--- config.mk ---
export PLATFORM = sky130hd
export DESIGN_NAME = ivs_top
export DESIGN_NICKNAME = d
export VERILOG_FILES = /design/src/verilog/ivs_pkg.sv /design/src/verilog/ivs_arbiter.sv /design/src/verilog/ivs_top.sv
export SDC_FILE = /design/constraint.sdc
export NUM_CORES = 1
export LEC_CHECK = 0
export BUFFER_PORTS_ARGS = -buffer_cell sky130_fd_sc_hd__buf_2
export CORE_MARGIN = 2
export CORE_UTILIZATION = 39
export CTS_BUF_LIST = sky130_fd_sc_hd__clkbuf_2 sky130_fd_sc_hd__clkbuf_4 sky130_fd_sc_hd__clkbuf_8
export CTS_CLUSTER_SIZE = 24
export DETAILED_ROUTE_END_ITERATION = 8
export PLACE_DENSITY = 0.75
export SYNTH_ARGS = -nofsm -noshare
export SYNTH_HDL_FRONTEND = slang
export SYNTH_HIERARCHICAL = 1
export SYNTH_SLANG_ARGS = --single-unit
--- constraint.sdc ---
create_clock -name clk_in -period 1.75 [get_ports clk_in]
set_input_delay 0.0875 -clock clk_in [delete_from_list [all_inputs] [get_ports clk_in]]
set_output_delay 0.0875 -clock clk_in [all_outputs]
set_load 0.1 [all_outputs]
--- src/verilog/ivs_pkg.sv ---
// package: constants and carriers for the interrupt vector selection block
package ivs_pkg;
  localparam int IVS_ADDR_W = 24;
  localparam int IVS_TRAP_N = 8;
  localparam int IVS_IRQ_N = 16;
  localparam int IVS_PRIO_W = 3;
  localparam int IVS_IDX_W = 7;
  localparam logic [IVS_ADDR_W-1:0] IVS_PRIMARY_BASE = 24'h000004;
  localparam logic [IVS_ADDR_W-1:0] IVS_ALT_OFFSET = 24'h000100;
  localparam logic [IVS_ADDR_W-1:0] IVS_RESET_PC = 24'h000000;
  localparam logic [IVS_IDX_W-1:0] IVS_TRAP_SLOTS = 7'h08;
  localparam int IVS_NVM_VECTOR = 15;
  localparam int IVS_NVM_PRIO_LSB = 12;
  localparam logic [2:0] IVS_TRAP_OSC = 3'h1;
  localparam logic [2:0] IVS_TRAP_ADDR = 3'h2;
  localparam logic [2:0] IVS_TRAP_STACK = 3'h3;
  localparam logic [2:0] IVS_TRAP_MATH = 3'h4;

  typedef enum logic [1:0] {
    IVS_IDLE  = 2'b00,
    IVS_FETCH = 2'b01,
    IVS_LOAD  = 2'b10
  } ivs_state_t;

  typedef struct packed {
    logic osc_fail;
    logic addr_err;
    logic stack_err;
    logic math_err;
  } ivs_traps_t;

  typedef struct packed {
    logic valid;
    logic is_trap;
    logic [IVS_IDX_W-1:0] index;
    logic [IVS_PRIO_W:0] level;
  } ivs_pick_t;
endpackage

--- src/verilog/ivs_arbiter.sv ---
// module: picks the winning trap or interrupt request
module ivs_arbiter #(
  parameter int N_IRQ = ivs_pkg::IVS_IRQ_N
) (
  input wire ivs_pkg::ivs_traps_t traps_in,            // trap request levels
  input wire logic [N_IRQ-1:0] pending_in,             // pending flags
  input wire logic [N_IRQ-1:0] enable_in,              // source enables
  input wire logic [N_IRQ*ivs_pkg::IVS_PRIO_W-1:0] prio_in, // 3-bit priorities
  output ivs_pkg::ivs_pick_t pick_out                  // winning request
);
  import ivs_pkg::*;

  logic [IVS_TRAP_N-1:0] trap_vec;

  always_comb begin
    trap_vec = '0;
    trap_vec[IVS_TRAP_OSC] = traps_in.osc_fail;
    trap_vec[IVS_TRAP_ADDR] = traps_in.addr_err;
    trap_vec[IVS_TRAP_STACK] = traps_in.stack_err;
    trap_vec[IVS_TRAP_MATH] = traps_in.math_err;
    pick_out = '0;
    // highest user priority wins; >= lets the lower vector, visited last, take a tie
    for (int i = N_IRQ - 1; i >= 0; i--) begin
      if (pending_in[i] && enable_in[i] && prio_in[i*IVS_PRIO_W +: IVS_PRIO_W] != '0) begin
        if (!pick_out.valid ||
            {1'b0, prio_in[i*IVS_PRIO_W +: IVS_PRIO_W]} >= pick_out.level) begin // [RULE_12]
          pick_out.valid = 1'b1;
          pick_out.is_trap = 1'b0;
          pick_out.index = IVS_IDX_W'(i);
          pick_out.level = {1'b0, prio_in[i*IVS_PRIO_W +: IVS_PRIO_W]};
        end
      end
    end
    // traps outrank all user levels; lower trap number first
    for (int t = IVS_TRAP_N - 1; t >= 0; t--) begin
      if (trap_vec[t]) begin
        pick_out.valid = 1'b1;
        pick_out.is_trap = 1'b1;
        pick_out.index = IVS_IDX_W'(t);
        pick_out.level = {1'b1, IVS_PRIO_W'(t)};
      end
    end
  end
endmodule

--- src/verilog/ivs_top.sv ---
// module: vector address generation and vector fetch toward the cpu core
// Function
// RULE_01: select bit chooses alternate or primary table
// RULE_02: alternate vector equals primary plus 0x100
// RULE_03: reset takes no vector fetch
// RULE_04: reset clears state, program counter zero
// RULE_05: eight trap vectors at 0x04 to 0x12
// RULE_06: interrupt N at 0x14 plus twice N
// RULE_07: write-complete interrupt is vector 15, 0x32
// RULE_08: firmware fills unused slots with reset handler
// RULE_09: firmware mirrors primary into unused alternate table
// RULE_10: firmware puts jump at reset address
// RULE_11: vector entry is 24-bit handler address
// RULE_12: equal priority favours lower vector address
// RULE_13: fetch address is base plus twice index
module ivs_top #(
  parameter int N_IRQ = ivs_pkg::IVS_IRQ_N
) (
  input wire logic clk_in,                              // system clock, 25 MHz
  input wire logic rst_n_in,                            // async device reset, low
  input wire logic alternate_table_select_in,           // interrupt_control_two bit 15
  input wire ivs_pkg::ivs_traps_t traps_in,             // trap requests
  input wire logic [N_IRQ-1:0] pending_flags_first_in,  // pending flags
  input wire logic [N_IRQ-1:0] source_enables_first_in, // source enables
  input wire logic [N_IRQ*ivs_pkg::IVS_PRIO_W-1:0] priority_fields_in, // priorities
  input wire logic [ivs_pkg::IVS_PRIO_W:0] cpu_level_in, // current cpu level
  input wire logic fetch_ready_in,                      // cpu: fetch data valid
  input wire logic [ivs_pkg::IVS_ADDR_W-1:0] fetch_data_in, // vector entry word
  output logic fetch_req_out,                           // vector fetch request
  output logic [ivs_pkg::IVS_ADDR_W-1:0] fetch_addr_out, // vector fetch address
  output logic pc_load_out,                             // load pc pulse
  output logic [ivs_pkg::IVS_ADDR_W-1:0] pc_out,        // program counter value
  output logic [ivs_pkg::IVS_IDX_W-1:0] vector_num_out, // taken vector number
  output logic [ivs_pkg::IVS_PRIO_W:0] new_level_out,   // taken level
  output logic nvm_irq_pending_out                      // write-complete enabled+pending
);
  import ivs_pkg::*;

  ivs_pick_t pick;
  ivs_state_t state_q, state_d;
  logic [IVS_ADDR_W-1:0] addr_q, addr_d;
  logic [IVS_ADDR_W-1:0] pc_q, pc_d;
  logic [IVS_IDX_W-1:0] num_q, num_d;
  logic [IVS_PRIO_W:0] lvl_q, lvl_d;
  logic load_q, load_d;
  logic [IVS_IDX_W-1:0] slot;
  logic [IVS_ADDR_W-1:0] base;

  // ---------------------------------------------------------------
  // request selection
  // ---------------------------------------------------------------
  ivs_arbiter #(.N_IRQ(N_IRQ)) u_arb (
    .traps_in(traps_in),
    .pending_in(pending_flags_first_in),
    .enable_in(source_enables_first_in),
    .prio_in(priority_fields_in),
    .pick_out(pick)
  );

  // write-complete source: flag/enable bit 15, priority 14:12 of fourth field word
  assign nvm_irq_pending_out = pending_flags_first_in[IVS_NVM_VECTOR] &&
                               source_enables_first_in[IVS_NVM_VECTOR]; // [RULE_07]

  // ---------------------------------------------------------------
  // vector address
  // ---------------------------------------------------------------
  always_comb begin
    // traps take slots 0..7, interrupts follow from slot 8
    slot = pick.is_trap ? pick.index : pick.index + IVS_TRAP_SLOTS; // [RULE_05] [RULE_06]
    base = alternate_table_select_in ? IVS_PRIMARY_BASE + IVS_ALT_OFFSET
                                     : IVS_PRIMARY_BASE; // [RULE_01] [RULE_02]
  end

  // ---------------------------------------------------------------
  // fetch sequence
  // ---------------------------------------------------------------
  always_comb begin
    state_d = state_q;
    addr_d = addr_q;
    pc_d = pc_q;
    num_d = num_q;
    lvl_d = lvl_q;
    load_d = 1'b0;
    unique case (state_q)
      IVS_IDLE: begin
        if (pick.valid && pick.level > cpu_level_in) begin
          addr_d = base + (IVS_ADDR_W'(slot) << 1); // [RULE_13]
          num_d = pick.index;
          lvl_d = pick.level;
          state_d = IVS_FETCH;
        end
      end
      IVS_FETCH: begin
        if (fetch_ready_in) begin
          pc_d = fetch_data_in; // [RULE_11]
          load_d = 1'b1;
          state_d = IVS_LOAD;
        end
      end
      IVS_LOAD: begin
        state_d = IVS_IDLE;
      end
    endcase
  end

  // reset clears everything; pc starts at zero, no vector is fetched
  always_ff @(posedge clk_in or negedge rst_n_in) begin
    if (!rst_n_in) begin
      state_q <= IVS_IDLE; // [RULE_03]
      addr_q <= '0;
      pc_q <= IVS_RESET_PC; // [RULE_04]
      num_q <= '0;
      lvl_q <= '0;
      load_q <= 1'b0;
    end else begin
      state_q <= state_d;
      addr_q <= addr_d;
      pc_q <= pc_d;
      num_q <= num_d;
      lvl_q <= lvl_d;
      load_q <= load_d;
    end
  end

  // ---------------------------------------------------------------
  // outputs
  // ---------------------------------------------------------------
  assign fetch_req_out = (state_q == IVS_FETCH);
  assign fetch_addr_out = addr_q;
  assign pc_load_out = load_q;
  assign pc_out = pc_q;
  assign vector_num_out = num_q;
  assign new_level_out = lvl_q;
endmodule

* After elaboration in Yosys (flattened, before gate mapping)
Index checks and enable logic that the tools add are counted.
Word-level totals: logic and storage cells 153, output and inout port bits 62, bits in registers 62
Cells by class: muxes and demuxes 42, add/sub/neg operators 2, magnitude comparators 16, reduce and logical (&&, ||, !) cells 83, equality and inequality tests 4
Operators by type and width (count):
- 13-bit 2-to-1 mux | 35
- 3-bit by 4-bit greater-or-equal comparator with 1-bit output | 15
- 3-bit nonzero test | 16
- 1-bit logical AND | 33
- 1-bit logical NOT | 15
- 1-bit logical OR | 15
- 9-bit by 8-bit adder with 10-bit output | 1
- 9-bit 2-to-1 mux | 1
- 7-bit by 4-bit adder with 7-bit output (second input constant) | 1
- 7-bit 2-to-1 mux | 1
- 2-bit case mux with 3 select lines | 1
- 2-bit AND reduction | 3
- 4-bit > comparator | 1
- 2-bit 2-to-1 mux | 2
- 2-bit inequality test (second input constant) | 2
- 2-bit by 1-bit equality test with 1-bit output (second input constant) | 1
- 2-bit equality test (second input constant) | 1
- 2-bit logical NOT | 1
- 1-bit 2-to-1 mux | 2

* Logic depth before layout (Yosys ltp)
Gate-level depths: netlist (run 1).
depth in word-level cells 71, mapped depth 124, mapped depth without buffers 121

* Modules after synthesis
The synthesis (run 1) kept the hierarchy.
Modules (own cells, without submodules):
- ivs_arbiter | sequential area each 0.0 um^2, instances 1, cells each 364, area an instance 2608.8 um^2
- ivs_top | sequential area each 1151.1 um^2, instances 1, cells each 171, area an instance 2213.4 um^2

* Worst setup path after synthesis (run 1)
Ideal clock, no wire load.
path type input port to flip-flop, start in pending_flags_first_in[15], end reg addr_q[3] (netlist: fetch_addr_out[3]), data arrival time 21.374 ns, required time 1.625 ns, cell stages on the path 111, library setup time 0.125 ns, setup slack -19.750 ns, cell sequence and3_1 -> inv_1 -> ha_1 -> a21o_1 -> a31oi_1 -> a21oi_1 -> o2bb2ai_1 -> inv_1 -> ha_1 -> nand2b_1 -> a21o_1 -> a211o_1 -> a222oi_1 -> a21oi_1 -> ha_1 -> a21o_1 -> a221oi_1 -> nand2b_1 -> [... 75 more ...] -> a21boi_1 -> buf_2 -> mux2i_1 -> o31ai_1 -> ha_1 -> nand2b_1 -> a21oi_1 -> nor2b_1 -> o31a_4 -> nor2_1 -> o2111ai_1 -> and3b_1 -> ha_1 -> nor2b_4 -> o211a_4 -> o211ai_4 -> buf_8 -> mux2_4
RTL lines:
- from (decl) | line ivs_top.sv:23 | input wire logic [N_IRQ-1:0] pending_flags_first_in,
- to (signal assigned) | line ivs_top.sv:117 | addr_q <= addr_d;
- to (decl) | line ivs_top.sv:41 | logic [IVS_ADDR_W-1:0] addr_q, addr_d;

==> flow_metrics.py, run 1 <==
metrics = {
    "floorplan": {
        "rows": 40,
        "die_h_um": 115,
        "fp.dieW_um": 115,
        "ios": 178,
        "coreArea_um2": 12100,
        "design.die.area_um2": 13300,
        "start_util": 0.400,
    },
    "clock_network": {
        "htree_num_levels": 2,
        "clock-sinks": 46,
        "numCtsBuffers": 5,
        "clock_path_buffers": 2,
        "insertion_delay_ps": 300,
        "clkSlewWorstSetupHoldPaths_ps": 90,
        "cts_tree": "yes",
        "cts-root-buf": "clkbuf_8",
    },
    "timing": {
        "skew_ps": 3.11,
        "fin_ws_ps": -18050,
        "slew_violations": 0,
        "tightest_slew_ps": 711,
        "maxSlewHeadroom": 0.526,
        "fmax_mhz": 50.5,
        "min_period_over_period": 11.3,
        "finalCriticalPeriod_ps": 19800,
        "hold_ws_ps": 5.80,
        "hold_violations": 0,
        "setup_viol": 21,
        "rsz0062_at_grt": "true",
    },
    "final_layout": {
        "stdcell_area_um2": 8450,
        "layout.cells.non_filler": 1122,
        "multi_input_area_um2": 3950,
        "layout-drive-gt1-share": 0.596,
        "utilization": 0.700,
        "syn_to_final_growth_pct": 75.1,
        "regArea_um2": 1150,
        "fin_nets": 1119,
        "filler_cell_count": 866,
    },
    "synth": {
        "yosysUniqueCellTypes": 82,
        "synth-simple-area-share": 0.150,
        "synthFlopType": "dfrtp_1",
        "synth_area_um2": 4820,
        "yosysWarningCount": 6,
        "synth_fa_ha_area_frac": 0.138,
        "synth_compound_area_frac": 0.282,
        "synth_top_family_by_area": "compound AO/OA/AOI/OAI gates",
        "synth.avg_cell_area_um2": 9.01,
        "synth_xor_area_frac": 0.0163,
        "synth-edff-count": 0,
        "ys_async_sr_fraction": 1.00,
        "ys_seq_elements": 46,
        "synthMuxAreaShare": 0.101,
        "yosysSeqAreaShare": 0.239,
        "synthCells": 535,
    },
    "worst_setup_path": {
        "cp_max_fo": 7,
        "endpoint_kind": "flip-flop",
        "path_depth": 115,
        "crit_type": "input port to flip-flop",
        "cp_data_required_time_ps": 1950,
        "crit_buf_inv": 9,
        "cp_top_family": "compound AO/OA/AOI/OAI gates",
        "reg2reg_slack_ps": 30,
        "cp_common_cell": "ha_1",
        "start_kind": "input port",
        "rr_worst_depth": 6,
        "crit_arrival_ps": 20000,
        "critical_path.max_stage_delay_ps": 340,
        "crit_slowest_cell": "a222oi_1",
    },
    "grt": {
        "grt_pass1_wl_um": 27900,
        "track_usage": 0.257,
        "grt_pass1_vias": 6166,
        "grt_max_degree": 32,
        "grt_overflow": 0,
        "antenna_found_initial": 3,
    },
    "detailed_routing": {
        "drt_iter0_drc": 307,
        "drt_pre_antenna_iters": 5,
        "vias": 5984,
        "drtAntennaViolNets": 0,
        "wirelength_um": 18500,
        "drc": 0,
        "wl_per_cell_um": 16.5,
        "avgViaCountPerCell": 5.33,
    },
    "power": {
        "pwr_density_cell_nw_per_um2": 1450,
        "ir_drop_mv": 1.04,
        "p_leak_nw": 4.36,
    },
    "placement": {
        "io_buffers": 162,
        "place_area_um2": 7560,
        "gp_congestion": 0.918,
        "hpwl_um": 13700,
        "dp.cells": 1063,
    },
    "worst_hold_path": {
        "worstHoldPathType": "input port to flip-flop",
        "hold_depth": 2,
    },
    "status": {
        "failed_checks": "setup timing",
        "status": "finished with violations",
    },
    "run": {
        "maxCapViolations": 0,
    },
}
## synth_stat cells, types with 9 or more instances
master / instances / area, µm²
inv_1: 39 / 146
nand2_1: 33 / 124
nor3_1: 11 / 55.1
a21oi_1: 32 / 160
o311a_1: 11 / 110
mux2_2: 34 / 383
nand3_1: 9 / 45.0
dfrtp_1: 46 / 1150
nand2b_1: 20 / 125
a21o_1: 20 / 150
nor2_1: 23 / 86.3
ha_1: 53 / 663
o21ai_0: 27 / 135
buf_4: 21 / 158
## power by group
part           total (W)  internal (W)  switching, W
Sequential       0.00186       0.00156      0.000300
Clock           0.000811      0.000428      0.000383
Combinational    0.00959       0.00323       0.00636
Total             0.0123       0.00522       0.00704
## metrics by stage
step / setup TNS, ps / total power, W / setup slack, ps
final: -377560 / 0.0123 / -18050
after global routing: -398920 / 0.0128 / -19050
after CTS: -375570 / 0.0117 / -17960
after detailed placement: -385040 / 0.0103 / -18440
after global placement: -371110 / 0.0101 / -17760
after floorplan: -377350 / 0.00820 / -18110
## state kept, by name, summed over array words and instances, names as in the netlist
register and cells:
state_q 2, new_level_out 4, fetch_addr_out 8, pc_out 24, vector_num_out 7, pc_load_out 1
## cell type report
class	count	area share
diodes	3	0.000889
clock buffers	5	0.00815
clock inverters	3	0.00519
inverters	39	0.0176
multi-input cells	438	0.468
flip-flops and latches	46	0.136
well taps	168	0.0249
repair buffers	420	0.339
## final timing paths
kind | start | to
min in group asynchronous | rst_n_in | pc_out[6]$_DFFE_PN0P_
hold reg to reg | fetch_addr_out[8]$_DFFE_PN0P_ | fetch_addr_out[8]$_DFFE_PN0P_
hold / removal | fetch_data_in[9] | pc_out[9]$_DFFE_PN0P_
max in group asynchronous | rst_n_in | pc_out[15]$_DFFE_PN0P_
setup reg to reg | state_q[1]$_DFFE_PN0P_ | vector_num_out[4]$_DFFE_PN0P_
setup / recovery | pending_flags_first_in[15] | new_level_out[3]$_DFFE_PN0P_
## timing repair
item | CTS | global route
buffers inserted | 34 | 9
pin swaps | 29 | 29
cloned | 2 | 0
endpoints found under the setup margin | 21 | 21
hold buffers | 1 | 2
hold endpoints to repair | 30 | 2
resized for setup | 23 | 57
## metal layers
metal  GRT usage  up-vias  part of all wire  routed length [µm]
li1            -     2846                 -                   -
met1       0.284     2882              0.38                6990
met2       0.499      205              0.54               10000
met3      0.0517       49             0.050                 931
met4      0.0627        2             0.029                 532
met5           0        -           0.00070                  13
## layout by cell type (no fill, tap or decap), types with 11 or more instances in the layout
master / instances
buf_2: 160
nand2_1: 27
ha_1: 49
o311a_1: 11
mux2_2: 30
o21ai_1: 14
conb_1: 18
nand2b_4: 13
nor2_1: 20
o21ai_0: 14
dfrtp_1: 46
inv_1: 36
a21o_1: 20
a21oi_2: 16
a21oi_1: 15
buf_4: 246
## kinds of logic after synthesis
family          count (synthesis)
mux                            42
simple gates                  133
other cells                     2
buf+inv                        67
compound gates                183
xor+xnor                        9
flops                          46
fa+ha+maj                      53
Note: power is estimated with default switching activity, not from simulation.
==> run 2, diff against run 1 <==
CORE_MARGIN = default   (was 2)
CTS_BUF_LIST = sky130_fd_sc_hd__clkbuf_2   (was sky130_fd_sc_hd__clkbuf_2 sky130_fd_sc_hd__clkbuf_4 sky130_fd_sc_hd__clkbuf_8)
==> run 2 against run 1 <==
Compared with the run above: the flow still finishes with violations (setup timing); count of clock-buffer cells in the layout is the same; combinational power grew 4%; via count grew 6.4%; routed wire length grew 15%; core utilization grew 3.8 points; clock power shrank 18%; sequential share of layout area shrank 0.65 points; clock skew grew 42 ps; die area shrank 3.4%; sequential power grew 4%; critical path depth shrank 1; maximum frequency shrank 0.70%; largest cell class unchanged; largest power group unchanged.
==> flow_metrics.py, run 2 (synthesized netlist as in run 1, its figures left out) <==
metrics = {
    "status": {
        "status": "finished with violations",
        "failed_checks": "setup timing",
    },
    "floorplan": {
        "design.die.area_um2": 12800,
        "ios": 178,
        "coreArea_um2": 12000,
        "die_h_um": 113,
        "start_util": 0.401,
        "fp.dieW_um": 113,
        "rows": 40,
    },
    "clock_network": {
        "cts_tree": "yes",
        "htree_num_levels": 2,
        "clkSlewWorstSetupHoldPaths_ps": 320,
        "clock_path_buffers": 2,
        "cts-root-buf": "clkbuf_2",
        "clock-sinks": 46,
        "numCtsBuffers": 5,
        "insertion_delay_ps": 520,
    },
    "placement": {
        "io_buffers": 162,
        "dp.cells": 1039,
        "gp_congestion": 0.882,
        "hpwl_um": 13000,
        "dp_slack_ps": -18580,
    },
    "power": {
        "sequentialPowerShare": 0.153,
        "pwr-share-comb": 0.795,
        "pwr_density_cell_nw_per_um2": 1420,
        "p_leak_nw": 4.51,
        "ir_drop_mv": 1.04,
        "pwr-share-clk": 0.052,
        "power_switching_w": 0.00740,
        "power_switching_share": 0.587,
        "intPower_w": 0.00520,
    },
    "grt": {
        "grt_max_degree": 47,
        "grt_pass1_vias": 6534,
        "track_usage": 0.294,
        "antenna_found_initial": 0,
        "grt_pass1_wl_um": 30300,
        "grt_overflow": 0,
    },
    "timing": {
        "slew_violations": 0,
        "hold_violations": 0,
        "rsz0062_at_grt": "true",
        "hold_ws_ps": 22.5,
        "fmax_mhz": 50.1,
        "finalSetupTns_ps": -380000,
        "fin_ws_ps": -18190,
        "finalCriticalPeriod_ps": 19940,
        "skew_ps": 45.5,
        "setup_viol": 21,
        "maxSlewHeadroom": 0.619,
        "tightest_slew_ps": 565,
        "min_period_over_period": 11.4,
    },
    "final_layout": {
        "diodes": 0,
        "layout-drive-gt1-share": 0.606,
        "filler_cell_count": 754,
        "syn_to_final_growth_pct": 84.0,
        "final_cell_mix": "buf_4 (244), buf_2 (158), dfrtp_1 (46)",
        "layout_commonest_cell": "buf_4",
        "layout.cells.non_filler": 1126,
        "largest_register_ffs": 24,
        "fin_nets": 1147,
    },
    "worst_setup_path": {
        "crit_slowest_cell": "a222oi_1",
        "start_kind": "input port",
        "reg2reg_slack_ps": -50,
        "rr_worst_depth": 6,
        "r2r_start": "state_q[1]$_DFFE_PN0P_",
        "cp_common_cell": "a21o_1",
        "reg2reg_to": "vector_num_out[0]$_DFFE_PN0P_",
        "crit_type": "input port to flip-flop",
        "crit_arrival_ps": 20330,
        "critical_path.max_stage_delay_ps": 370,
        "critPathLaunch": "priority_fields_in[47]",
        "cp_max_fo": 7,
        "endpoint_kind": "flip-flop",
        "cp-endpoint": "vector_num_out[0]$_DFFE_PN0P_",
        "cp_data_required_time_ps": 2140,
    },
    "detailed_routing": {
        "routed-wl-met2_um": 11400,
        "wl_met1_um": 7660,
        "drt_pre_antenna_iters": 5,
        "wirelength_um": 21200,
        "drc": 0,
        "vias": 6368,
        "drt_iter0_drc": 409,
        "avgViaCountPerCell": 5.66,
        "drtAntennaViolNets": 0,
        "top_layer": "met4",
        "wl_per_cell_um": 18.8,
        "met3WireLength_um": 1030,
    },
    "worst_hold_path": {
        "worstHoldPathType": "input port to async pin",
    },
    "run": {
        "maxCapViolations": 0,
    },
}
[run 2: changes by cell type in the layout (fill, tap and decap cells not counted), moves of 3 or more]
cell           delta
buf_6             +5
clkbuf_2          +5
clkbuf_8          -5
diode_2           -3
dlygate4sd3_1    +24
ha_1              -6
ha_4              +6
mux2_2            -4
mux2_4            +4
nor2_1            -3
o21ai_0           -4
o21ai_2           +6
[run 2: power by group through the flow]
stage | logic (W) | registers, W | clock network (W)
floorplan | 0.00291 | 0.00529 | 0
global placement | 0.00820 | 0.00180 | 0
detailed placement | 0.00840 | 0.00184 | 0
CTS | 0.00914 | 0.00182 | 0.000609
global route | 0.0104 | 0.00195 | 0.000685
finish | 0.0100 | 0.00193 | 0.000661
[run 2: cell type report]
type,count,area [µm²],area share
Clock inverter,3,43.8,0.00494
Multi-Input combinational cell,438,4130,0.466
Timing Repair Buffer,448,3190,0.359
Inverter,39,149,0.0168
Clock buffer,5,25.0,0.00282
Sequential cell,46,1150,0.130
Tap cell,147,184,0.0207
[run 2: how the worst min path moves through the flow]
stage                               endpoint  slack, ps  cells after the start
2_1_floorplan  fetch_addr_out[2]$_DFFE_PN0P_       -210                      0
3_3_place_gp          pc_out[15]$_DFFE_PN0P_         80                      2
3_5_place_dp          pc_out[13]$_DFFE_PN0P_         80                      2
4_1_cts               pc_out[13]$_DFFE_PN0P_        110                      3
5_1_grt               pc_out[13]$_DFFE_PN0P_         60                      3
6_report              pc_out[13]$_DFFE_PN0P_         20                      3
[run 2: worst max-delay path: cells and delay by family]
| kind | cells | cell delay, ps |
|---|---|---|
| buf+inv | 10 | 1150 |
| simple gates | 23 | 2850 |
| fa+ha+maj | 16 | 4050 |
| compound gates | 61 | 11170 |
| mux | 4 | 1030 |
[run 2: timing repair]
action                                  CTS  global route
setup buffers                            34            15
pin swaps                                35            25
hold endpoints to repair                 73             0
endpoints found under the setup margin   21            22
cloned                                    1             2
hold buffers                             27             0
gates resized for setup                  62            63
[run 2: metrics by stage]
step | power (W) | utilization | cell area [µm²]
6_report | 0.0126 | 0.739 | 8870
5_1_grt | 0.0130 | 0.739 | 8870
4_1_cts | 0.0116 | 0.702 | 8430
3_5_place_dp | 0.0102 | 0.625 | 7510
3_3_place_gp | 0.0100 | 0.625 | 7510
2_1_floorplan | 0.00820 | - | 5150
[run 2: layer usage]
metal | vias to the layer above | track usage
met5 | - | 0
met4 | 0 | 0.166
met3 | 103 | 0.0407
met2 | 297 | 0.577
met1 | 3077 | 0.294
li1 | 2891 | -
